==> config.mk <==
export PLATFORM = sky130hd
export DESIGN_NAME = gpio_ports_a_b_c
export DESIGN_NICKNAME = d
export VERILOG_FILES = /design/src/rtl/gpio_pkg.sv /design/src/rtl/gpio_pin_slice.sv /design/src/rtl/analog_select_decode.sv /design/src/rtl/gpio_ports_a_b_c.sv
export SDC_FILE = /design/constraint.sdc
export NUM_CORES = 1
export LEC_CHECK = 0
export ABC_AREA = 1
export BUFFER_PORTS_ARGS = -buffer_cell sky130_fd_sc_hd__buf_2
export CORE_MARGIN = 5
export CORE_UTILIZATION = 40
export DETAILED_ROUTE_END_ITERATION = 12
export PLACE_DENSITY = 0.65
export SYNTH_ARGS = -nofsm -noshare
export SYNTH_HDL_FRONTEND = slang
export SYNTH_SLANG_ARGS = --single-unit
==> constraint.sdc <==
create_clock -name pclk -period 3.3 [get_ports pclk]
set_clock_uncertainty 0.1 [all_clocks]
set_input_delay 0.66 -clock pclk [delete_from_list [all_inputs] [get_ports pclk]]
set_output_delay 0.66 -clock pclk [all_outputs]
set_load 0.05 [all_outputs]
==> src/rtl/gpio_pkg.sv <==
// Package with register map, field widths and reset values for the GPIO ports.
package gpio_pkg;

	// ****************************************************************
	// Register word indices and byte addresses
	// ****************************************************************
	// Each register takes one aligned word, so its byte address is four times its index.
	localparam logic [9:0] IDX_PORT_B_DATA = 10'h001;
	localparam logic [9:0] IDX_PORT_C_DATA = 10'h002;
	localparam logic [9:0] IDX_PORT_A_DIRECTION = 10'h004;
	localparam logic [9:0] IDX_PORT_B_DIRECTION = 10'h005;
	localparam logic [9:0] IDX_PORT_C_DIRECTION = 10'h006;
	localparam logic [9:0] IDX_PORT_A_PULLUP_ENABLE = 10'h00d;
	localparam logic [9:0] IDX_PORT_C_PULLUP_ENABLE = 10'h00e;
	localparam logic [9:0] IDX_ANALOG_SELECT = 10'h010;
	localparam logic [11:0] ADDR_PORT_B_DATA = {IDX_PORT_B_DATA, 2'b00};
	localparam logic [11:0] ADDR_PORT_C_DATA = {IDX_PORT_C_DATA, 2'b00};
	localparam logic [11:0] ADDR_PORT_A_PULLUP_ENABLE = {IDX_PORT_A_PULLUP_ENABLE, 2'b00};
	localparam logic [11:0] ADDR_PORT_B_DIRECTION = {IDX_PORT_B_DIRECTION, 2'b00};
	localparam logic [11:0] ADDR_PORT_C_DIRECTION = {IDX_PORT_C_DIRECTION, 2'b00};
	localparam logic [11:0] ADDR_PORT_A_DIRECTION = {IDX_PORT_A_DIRECTION, 2'b00};
	localparam logic [11:0] ADDR_PORT_C_PULLUP_ENABLE = {IDX_PORT_C_PULLUP_ENABLE, 2'b00};
	localparam logic [11:0] ADDR_ANALOG_SELECT = {IDX_ANALOG_SELECT, 2'b00};

	// ****************************************************************
	// Widths and reset values
	// ****************************************************************
	localparam int PORT_W = 8;
	localparam int PORT_C_W = 7;
	localparam logic [7:0] DIRECTION_RESET = 8'h00;
	localparam logic [7:0] PULLUP_RESET = 8'h00;
	localparam logic [4:0] ANALOG_CHANNEL_NONE = 5'h1f;
	localparam logic [4:0] ANALOG_SELECT_RESET = 5'h1f;

	typedef enum logic [1:0] {
		st_idle,
		st_access
	} apb_state_t;

endpackage

==> src/rtl/gpio_pin_slice.sv <==
// One port's pin drive, pullup gating and read-back mux.
`timescale 1ns/1ns
module gpio_pin_slice
	import gpio_pkg::*;
#(
	parameter int W = 8
)
(
	// Control
	input wire logic [W-1:0] latch,
	input wire logic [W-1:0] direction,
	input wire logic [W-1:0] pullup_enable,
	input wire logic [W-1:0] analog_force,
	// Pins
	input wire logic [W-1:0] pin_in,
	output logic [W-1:0] drive_value,
	output logic [W-1:0] drive_enable,
	output logic [W-1:0] pullup_on,
	output logic [W-1:0] read_value
);

	genvar i;
	generate
		for (i = 0; i < W; i++)
		begin : g_bit
			// An analog-selected pin loses driver and pullup regardless of control bits.
			assign drive_enable[i] = direction[i] & ~analog_force[i];
			assign drive_value[i] = latch[i];
			assign pullup_on[i] = pullup_enable[i] & ~direction[i] & ~analog_force[i];
			assign read_value[i] = direction[i] ? latch[i] : pin_in[i];
		end
	endgenerate

endmodule

==> src/rtl/analog_select_decode.sv <==
// Decoder from the converter channel number to a one-hot port B pin mask, all zero for channels 8 and up.
`timescale 1ns/1ns
module analog_select_decode
	import gpio_pkg::*;
(
	// Channel
	input wire logic [4:0] channel,
	// Mask
	output logic [7:0] mask
);

	always_comb
	begin
		mask = 8'h00;
		if (channel < 5'h08)
		begin
			mask[channel[2:0]] = 1'b1;
		end
	end

endmodule

==> src/rtl/gpio_ports_a_b_c.sv <==
// Top of the port A pullup, port B and port C GPIO block with an APB slave.
//
// Function
// - Port A pullup per pin, active only while that pin is input.
// - Port A pullup bit one connects pullup, zero disconnects it.
// - Port A pullup bits are independent and gated by port A direction.
// - Port B data holds eight read/write latches untouched by reset.
// - Selected analog channel forces its port B pin to analog input.
// - Unselected port B pins behave as ordinary digital I/O.
// - Port B direction one enables driver, zero leaves pin high impedance.
// - Reset clears all port B direction bits.
// - Port B read returns latch for outputs, pin level for inputs.
// - Data writes with pstrb[0] set update latches in either direction; input read-back stays the pin.
// - Port C has seven read/write latches kept through reset.
// - Port C direction one drives, zero inputs; reset clears all seven.
// - Port C read returns latch for outputs, pin level for inputs.
// - Port C input with pullup enabled is pulled up, else high impedance.
// - Port A pullup register resets to zero and is fully read/write.
//
// The APB interface to the registers was chosen for this implementation.
`timescale 1ns/1ns
module gpio_ports_a_b_c
	import gpio_pkg::*;
(
	// Clock, reset, enable
	input wire logic pclk,
	input wire logic presetn,
	input wire logic clk_en,
	// APB slave
	input wire logic psel,
	input wire logic penable,
	input wire logic pwrite,
	input wire logic [11:0] paddr,
	input wire logic [31:0] pwdata,
	input wire logic [3:0] pstrb,
	output logic [31:0] prdata,
	output logic pready,
	output logic pslverr,
	// Analog converter channel select
	input wire logic [4:0] analog_channel,
	// Port A pullup control
	input wire logic [7:0] port_a_direction,
	output logic [7:0] port_a_pullup_on,
	// Port B pins
	input wire logic [7:0] port_b_in,
	output logic [7:0] port_b_out,
	output logic [7:0] port_b_oe,
	output logic [7:0] analog_channel_pins,
	// Port C pins
	input wire logic [6:0] port_c_in,
	output logic [6:0] port_c_out,
	output logic [6:0] port_c_oe,
	output logic [6:0] port_c_pullup_on
);

	// ****************************************************************
	// Registers
	// ****************************************************************
	// Data latches have no reset; they power up unknown as the silicon does.
	logic [7:0] port_b_data_q, port_b_data_d;
	logic [6:0] port_c_data_q, port_c_data_d;
	logic [7:0] port_a_pullup_enable_q, port_a_pullup_enable_d;
	logic [7:0] port_b_direction_q, port_b_direction_d;
	logic [6:0] port_c_direction_q, port_c_direction_d;
	logic [6:0] port_c_pullup_enable_q, port_c_pullup_enable_d;
	logic [31:0] prdata_q, prdata_d;
	logic pready_q, pready_d;
	logic pslverr_q, pslverr_d;
	apb_state_t state_q, state_d;

	// Pin outputs are registered so every top output comes from a flip-flop.
	logic [7:0] pa_pull_q, pb_out_q, pb_oe_q, pb_ana_q;
	logic [6:0] pc_out_q, pc_oe_q, pc_pull_q;

	// ****************************************************************
	// Pin logic
	// ****************************************************************
	logic [7:0] analog_mask;
	logic [7:0] pb_drv, pb_en, pb_pull, pb_rd;
	logic [6:0] pc_drv, pc_en, pc_pull, pc_rd;
	logic [7:0] pa_drv, pa_en, pa_pull, pa_rd;

	analog_select_decode u_decode (
		.channel(analog_channel),
		.mask(analog_mask)
	);

	// Port A only uses the pullup gating here.
	gpio_pin_slice #(.W(8)) u_port_a (
		.latch(8'h00),
		.direction(port_a_direction),
		.pullup_enable(port_a_pullup_enable_q),
		.analog_force(8'h00),
		.pin_in(8'h00),
		.drive_value(pa_drv),
		.drive_enable(pa_en),
		.pullup_on(pa_pull),
		.read_value(pa_rd)
	);

	gpio_pin_slice #(.W(8)) u_port_b (
		.latch(port_b_data_q),
		.direction(port_b_direction_q),
		.pullup_enable(8'h00),
		.analog_force(analog_mask),
		.pin_in(port_b_in),
		.drive_value(pb_drv),
		.drive_enable(pb_en),
		.pullup_on(pb_pull),
		.read_value(pb_rd)
	);

	gpio_pin_slice #(.W(7)) u_port_c (
		.latch(port_c_data_q),
		.direction(port_c_direction_q),
		.pullup_enable(port_c_pullup_enable_q),
		.analog_force(7'h00),
		.pin_in(port_c_in),
		.drive_value(pc_drv),
		.drive_enable(pc_en),
		.pullup_on(pc_pull),
		.read_value(pc_rd)
	);

	// ****************************************************************
	// APB slave
	// ****************************************************************
	// The access is taken once, at the first access-phase edge; the pready cycle that
	// follows must not act a second time.
	logic access_go;
	assign access_go = psel & penable & ~pready_q;

	function automatic logic addr_known(input logic [11:0] a);
		addr_known = (a == ADDR_PORT_B_DATA) || (a == ADDR_PORT_C_DATA) ||
			(a == ADDR_PORT_A_PULLUP_ENABLE) || (a == ADDR_PORT_B_DIRECTION) ||
			(a == ADDR_PORT_C_DIRECTION) || (a == ADDR_PORT_C_PULLUP_ENABLE) ||
			(a == ADDR_ANALOG_SELECT) || (a == ADDR_PORT_A_DIRECTION);
	endfunction

	always_comb
	begin
		state_d = state_q;
		pready_d = 1'b0;
		pslverr_d = 1'b0;
		prdata_d = prdata_q;
		port_b_data_d = port_b_data_q;
		port_c_data_d = port_c_data_q;
		port_a_pullup_enable_d = port_a_pullup_enable_q;
		port_b_direction_d = port_b_direction_q;
		port_c_direction_d = port_c_direction_q;
		port_c_pullup_enable_d = port_c_pullup_enable_q;
		case (state_q)
			st_idle:
			begin
				// One wait state: the access phase sees pready in its second cycle.
				if (psel & ~penable)
				begin
					state_d = st_access;
				end
			end
			st_access:
			begin
				if (access_go)
				begin
					// An unmapped address answers with an error and zero data and changes nothing.
					pready_d = 1'b1;
					pslverr_d = ~addr_known(paddr);
					prdata_d = 32'h0000_0000;
					// A write with the low byte strobe off is dropped without an error.
					if (pwrite & pstrb[0])
					begin
						case (paddr)
							ADDR_PORT_B_DATA: port_b_data_d = pwdata[7:0];
							ADDR_PORT_C_DATA: port_c_data_d = pwdata[6:0];
							ADDR_PORT_A_PULLUP_ENABLE: port_a_pullup_enable_d = pwdata[7:0];
							ADDR_PORT_B_DIRECTION: port_b_direction_d = pwdata[7:0];
							ADDR_PORT_C_DIRECTION: port_c_direction_d = pwdata[6:0];
							ADDR_PORT_C_PULLUP_ENABLE: port_c_pullup_enable_d = pwdata[6:0];
							default: port_b_data_d = port_b_data_q;
						endcase
					end
					// Input pins are read at their raw level at this edge; pins are taken as
					// synchronous to pclk, so no synchroniser stands in this path.
					if (~pwrite)
					begin
						case (paddr)
							ADDR_PORT_B_DATA: prdata_d = {24'h00_0000, pb_rd};
							ADDR_PORT_C_DATA: prdata_d = {25'h000_0000, pc_rd};
							ADDR_PORT_A_PULLUP_ENABLE: prdata_d = {24'h00_0000, port_a_pullup_enable_q};
							ADDR_PORT_B_DIRECTION: prdata_d = {24'h00_0000, port_b_direction_q};
							ADDR_PORT_C_DIRECTION: prdata_d = {25'h000_0000, port_c_direction_q};
							ADDR_PORT_C_PULLUP_ENABLE: prdata_d = {25'h000_0000, port_c_pullup_enable_q};
							ADDR_PORT_A_DIRECTION: prdata_d = {24'h00_0000, port_a_direction};
							ADDR_ANALOG_SELECT: prdata_d = {27'h000_0000, analog_channel};
							default: prdata_d = 32'h0000_0000;
						endcase
					end
				end
				else if (pready_q | ~psel)
				begin
					// A finished or abandoned access frees the slave for the next setup cycle.
					state_d = st_idle;
				end
			end
			default: state_d = st_idle;
		endcase
	end

	// ****************************************************************
	// Clocked state
	// ****************************************************************
	// Data latches: no reset branch, so reset leaves them untouched.
	always_ff @(posedge pclk)
	begin
		if (clk_en)
		begin
			port_b_data_q <= port_b_data_d;
			port_c_data_q <= port_c_data_d;
		end
	end

	// Bus response and handshake state.
	always_ff @(posedge pclk or negedge presetn)
	begin
		if (!presetn)
		begin
			state_q <= st_idle;
			pready_q <= 1'b0;
			pslverr_q <= 1'b0;
			prdata_q <= 32'h0000_0000;
		end
		else if (clk_en)
		begin
			state_q <= state_d;
			pready_q <= pready_d;
			pslverr_q <= pslverr_d;
			prdata_q <= prdata_d;
		end
	end

	// Direction and pullup registers come out of reset as inputs without pullups.
	always_ff @(posedge pclk or negedge presetn)
	begin
		if (!presetn)
		begin
			port_a_pullup_enable_q <= PULLUP_RESET;
			port_b_direction_q <= DIRECTION_RESET;
			port_c_direction_q <= DIRECTION_RESET[6:0];
			port_c_pullup_enable_q <= PULLUP_RESET[6:0];
		end
		else if (clk_en)
		begin
			port_a_pullup_enable_q <= port_a_pullup_enable_d;
			port_b_direction_q <= port_b_direction_d;
			port_c_direction_q <= port_c_direction_d;
			port_c_pullup_enable_q <= port_c_pullup_enable_d;
		end
	end

	// Pin controls are registered once more so that every pin output comes from a flop.
	// The price is one cycle of lag between a register write and the pin.
	always_ff @(posedge pclk or negedge presetn)
	begin
		if (!presetn)
		begin
			pa_pull_q <= 8'h00;
			pb_out_q <= 8'h00;
			pb_oe_q <= 8'h00;
			pb_ana_q <= 8'h00;
			pc_out_q <= 7'h00;
			pc_oe_q <= 7'h00;
			pc_pull_q <= 7'h00;
		end
		else if (clk_en)
		begin
			pa_pull_q <= pa_pull;
			pb_out_q <= pb_drv;
			pb_oe_q <= pb_en;
			pb_ana_q <= analog_mask;
			pc_out_q <= pc_drv;
			pc_oe_q <= pc_en;
			pc_pull_q <= pc_pull;
		end
	end

	// ****************************************************************
	// Outputs
	// ****************************************************************
	assign prdata = prdata_q;
	assign pready = pready_q;
	assign pslverr = pslverr_q;
	assign port_a_pullup_on = pa_pull_q;
	assign port_b_out = pb_out_q;
	assign port_b_oe = pb_oe_q;
	assign analog_channel_pins = pb_ana_q;
	assign port_c_out = pc_out_q;
	assign port_c_oe = pc_oe_q;
	assign port_c_pullup_on = pc_pull_q;

	// ****************************************************************
	// Unused inputs and slice outputs
	// ****************************************************************
	// Gathered into one unread net so that leaving them open stays a visible choice.
	logic unused_ok;
	assign unused_ok = ^{pa_drv, pa_en, pa_rd, pb_pull, pwdata[31:8], pstrb[3:1]};

endmodule

### Word-level counts from Yosys, hierarchy flattened

Cells that the tools add are included.

* bits in registers: 134
* bits of input ports: 82
* output and inout bits: 87
* word-level logic and storage cells: 132

* $lt $le $gt $ge: 3
* equality and inequality tests: 12
* muxes and demuxes: 28
* bitwise logic cells: 55
* reduce and logical (&&, ||, !) cells: 17

Operators by type and width (count)
* 8-bit one-hot mux with 8 select lines: 1
* 12-bit by 5-bit equality test with 1-bit output, second input constant: 3
* 5-bit AND reduction: 6
* 1-bit AND: 27
* 1-bit inverter: 27
* 12-bit by 6-bit equality test with 1-bit output, second input constant: 2
* 1-bit 2-to-1 mux: 20
* 8-bit 2-to-1 mux: 2
* 12-bit by 3-bit equality test with 1-bit output, second input constant: 1
* 12-bit by 4-bit equality test with 1-bit output, second input constant: 1
* 12-bit by 7-bit equality test with 1-bit output, second input constant: 1
* 1-bit logical OR: 7
* 2-bit 2-to-1 mux: 3
* 2-bit != test, second input constant: 3
* 5-bit by 4-bit less-than comparator with 1-bit output, second input constant: 1
* 3-bit by 4-bit less-than comparator with 1-bit output, second input constant: 1
* 2-bit one-hot mux with 2 select lines: 1
* 4-bit AND reduction: 1
* 1-bit demux with 3-bit select: 1
* 3-bit by 1-bit greater-or-equal comparator with 1-bit output, second input constant: 1
* 3-bit AND reduction: 1
* 2-bit by 1-bit equality test with 1-bit output, second input constant: 1
* 2-bit zero test: 1
* 1-bit logical AND: 1
* 1-bit bitwise OR: 1

### Depth between registers and ports, before layout

* depth after elaboration: 11
* mapped depth: 11
* depth with buffers taken out: 11

### By module

From an unflattened synthesis, not the netlist that was laid out.

* cell total of the unflattened synthesis: 799
* area, all modules: 6155.9 um^2

By module, submodules not included
* gpio_ports_a_b_c: instances 1, cells each 597, area each 5193.7 um^2
* gpio_pin_slice at u_port_a ...: instances 2, cells each 64, area each 310.3 um^2
* gpio_pin_slice at u_port_c: instances 1, cells each 56, area each 271.5 um^2
* analog_select_decode: instances 1, cells each 18, area each 70.1 um^2

### Least setup slack after synthesis

Ideal clock, no wire load.

* path kind: in2reg
* start: input port psel
* end: register port_b_data_q[0], enable pin
* library setup time: 383 ps
* arrival: 1764 ps
* required time: 2817 ps
* path slack: 1053 ps
* stages on the path: 6
* path buffers: 0
* path through: nand2_1 -> nor2_4 -> nand3_4 -> nor2_8 -> inv_1 -> nor3_1

* longest elaborated chain between the ends: 3

RTL lines
* from (decl): line gpio_ports_a_b_c.sv:30 `input wire logic psel,`
* 1-bit AND (2 in a row): line gpio_ports_a_b_c.sv:131 `assign access_go = psel & penable & ~pready_q;`
* 5-bit AND reduction (no line)
* to (signal assigned): line gpio_ports_a_b_c.sv:217 `port_b_data_q <= port_b_data_d;`
* to (decl): line gpio_ports_a_b_c.sv:60 `logic [7:0] port_b_data_q, port_b_data_d;`

No other way between the ends.
A chain may end at the register's enable or synchronous reset.

### Worst setup path in the final report

* start: input port paddr[1]
* end: register port_c_data_q[0], enable pin

* longest elaborated chain between the ends: 2

RTL lines
* from (decl): line gpio_ports_a_b_c.sv:33 `input wire logic [11:0] paddr,`
* 12-bit by 4-bit equality test with 1-bit output: line gpio_ports_a_b_c.sv:172 `case (paddr)`
* 5-bit AND reduction (no line)
* to (signal assigned): line gpio_ports_a_b_c.sv:218 `port_c_data_q <= port_c_data_d;`
* to (decl): line gpio_ports_a_b_c.sv:61 `logic [6:0] port_c_data_q, port_c_data_d;`

No other way between the ends.

==> run_results.csv <==
group,metric,value,unit
detailed_routing,wl,15000,um
detailed_routing,wire_per_inst,16.4,um
synth,ys_ff_latch,109,
synth,synth_top_area_share,43.9,%
timing,fin_tns_setup,0,ps
pwr,irDropWorstVdd,0.000221,V
detailed_routing,drtPass1Iterations,5,
synth,yosys.area_share.simple,29.0,%
place,post_dp_cell_area,6010,sq um
setup_path,crit_end,"port_c_data_q[0]",
cells_and_area,nets,816,
place,portBuffers,117,
setup_path,path_max_fanout,24,
setup_path,cp-start-kind,"primary input",
detailed_routing,viasPerCell,4.98,
place,dpl.cell_count,899,
synth,synth_common_cells,"190 x nand2_1, 94 x dfrtp_1, 71 x nor2_1",
floorplan,rows,42,
floorplan,coreArea,13200,sq um
timing,setup_viol,0,
timing,grt_setup_unrepaired,"false",
setup_path,crit_type,"primary input to flop",
synth,synth-main-ff-cell,"dfrtp_1",
pwr,leakagePower,3.51,nW
synth,yosys_warnings,0,
setup_path,path_common_cell,"nor2_1",
setup_path,crit_buf_inv,2,
cells_and_area,multi_input_area,2150,sq um
clock_network,cts.sinks,109,
floorplan,fp.dieArea,15800,sq um
synth,synthTopCellsByArea,"dfrtp_1 44%, nand2_1 13%, edfxtp_1 8.4%, nor2_1 5.0%, nand3_1 4.8%",
timing,fmax,0.462,GHz
cells_and_area,finalNonFillerCells,915,
setup_path,path_delay_family,"simple AND/OR/NAND/NOR gates",
clock_network,ctsHoldBuffers,0,
timing,min_period,2160,ps
floorplan,dieHeight,126,um
global_routing,antenna_found_initial,0,
clock_network,cts_tree,"done",
global_routing,grt_max_degree,55,
pwr,pwr_density_cell,461,nW/um^2
detailed_routing,drc_errors,0,
timing,tightest_slew,951,ps
synth,yosysUniqueCellTypes,31,
cells_and_area,drive_gt1_share,25.0,%
synth,synth_area,5360,sq um
cells_and_area,finalInstanceArea,6320,sq um
synth,synth_edf_count,15,
setup_path,r2r-end,"port_b_data_q[6]",
setup_path,path_depth,7,
global_routing,grt_overflow,0,
synth,synth_compound_area_share,9.50,%
setup_path,path_cells,"buf_2 > nor2_1 > nand3_1 > nor2_4 > nand2_1 > nor2_1 > buf_4",
setup_path,r2r_start,"state_q[0]",
detailed_routing,via_count,4554,
place,detailed_place_hpwl,11000,um
setup_path,cp-end-kind,"flop",
setup_path,critPathMaxStageDelay,480,ps
clock_network,cts_setup_buffers,0,
synth,synth_top_family_by_area,"simple AND/OR/NAND/NOR gates",
detailed_routing,drt_iter0_drc,320,
synth,synth_most_common_cell,"nand2_1",
floorplan,start_util,40.7,%
floorplan,die_x,126,um
cells_and_area,fillerInstances,1286,
global_routing,grt_pass1_wl,23500,um
clock_network,insertion_delay,360,ps
synth,syn_avg_cell_area,8.61,sq um
place,gp_congestion,0.895,
timing,slew_violations,0,
clock_network,cts-resized-gates,0,
clock_network,cts_htree_levels,3,
synth,synthXorXnorAreaFrac,0,%
synth,synthAdderAreaFrac,0,%
synth,synth_largest_area_cell,"dfrtp_1",
setup_path,worstRegToRegCells,7,
setup_path,cp_data_required_time,3260,ps
timing,fin_crit_sh,65.5,%
clock_network,clkTransAtPathRegs,70,ps
setup_path,cp-startpoint,"paddr[1]",
cells_and_area,diodes,0,
outcome,status,"completed",
synth,muxShareOfSynthArea,0,%
setup_path,arrival,2120,ps
min_path,hold_class,"primary input to async pin",
timing,finalHoldViolations,0,
floorplan,io-pin-count,169,
timing,relSlewSlack,36.5,%
synth,async_flop_share,86.2,%
synth,yosysSeqAreaShare,52.3,%
global_routing,grt_pass1_vias,4468,
synth,synthCells,623,
setup_path,slowest_stage,"nor2_4",
detailed_routing,ant_nets,0,
cells_and_area,seqCellArea,2800,sq um
clock_network,cts_buffer_depth,2,
pwr,power,2.91,mW
flow_run,maxCapViolCount,0,
cells_and_area,area_growth,17.8,%
clock_network,cts_made_buffers,9,
setup_path,reg2reg_slack,1450,ps
clock_network,clock-root-buffer,"clkbuf_16",
global_routing,grt_use_total,18.7,%
-- cells by family after synthesis --
family                 after synthesis
AO/OA/AOI/OAI                       73
AND/OR/NAND/NOR                    342
other                                1
buffers and inverters               98
flip-flops                         109
-- layout make-up --
| class | count | area share (%) |
|---|---|---|
| well taps | 176 | 3.49 |
| inverters | 53 | 3.15 |
| repair buffers | 122 | 10.1 |
| multi-input cells | 439 | 34.1 |
| clock inverters | 6 | 1.21 |
| clock buffers | 10 | 3.62 |
| flip-flops and latches | 109 | 44.4 |
-- through the flow --
| step | setup WS (ps) | utilization (%) | hold WS [ps] |
|---|---|---|---|
| 2_1_floorplan | 1050 | - | 264 |
| 3_3_place_gp | 849 | 45.6 | 358 |
| 3_5_place_dp | 816 | 45.6 | 357 |
| 4_1_cts | 1190 | 47.9 | 240 |
| 5_1_grt | 1030 | 47.9 | 269 |
| 6_report | 1140 | 47.9 | 213 |
-- state kept, by name, indices dropped and copies added (netlist names), 7 cells and up --
name and flops:
port_c_pullup_on 7, prdata 8, port_c_oe 7, port_b_out 8, port_a_pullup_enable_q 8, port_b_oe 8, port_b_direction_q 8, port_a_pullup_on 8
port_b_data_q 8, analog_channel_pins 8, port_c_direction_q 7, port_c_pullup_enable_q 7, port_c_out 7, port_c_data_q 7
-- how the worst min path moves through the flow --
stage                             endpoint  depth (start not counted)
finish              analog_channel_pins[7]                          1
global route        analog_channel_pins[1]                          1
CTS                 analog_channel_pins[7]                          1
detailed placement           port_c_out[3]                          2
global placement             port_c_out[3]                          2
floorplan           analog_channel_pins[0]                          0
-- per-layer routing --
layer	vias up	wire length [um]	GRT usage [%]
li1	2163	-	-
met1	2161	6440	25.3
met2	196	6840	29.4
met3	34	1210	4.36
met4	0	472	7.00
met5	-	0	0
-- report_power, final --
part	internal [mW]	switching, mW	leakage [nW]
Clock	0.605	0.526	0.151
Combinational	0.0768	0.298	1.96
Sequential	1.39	0.0173	1.40
Total	2.07	0.841	3.51
-- cell usage in the layout, fill, tap and decap left out, drive strengths merged --
master	count
a22o	20
nor3	1
nand4	1
buf	122
nand2	199
inv	57
a21oi	4
conb	24
edfxtp	15
bufinv	1
or2	1
o31ai	2
and3	1
clkinv	1
nand3	56
dfrtp	94
o21ai	46
clkbuf	10
nor2	83
o41ai	1
(Power assumes the default switching activity.)
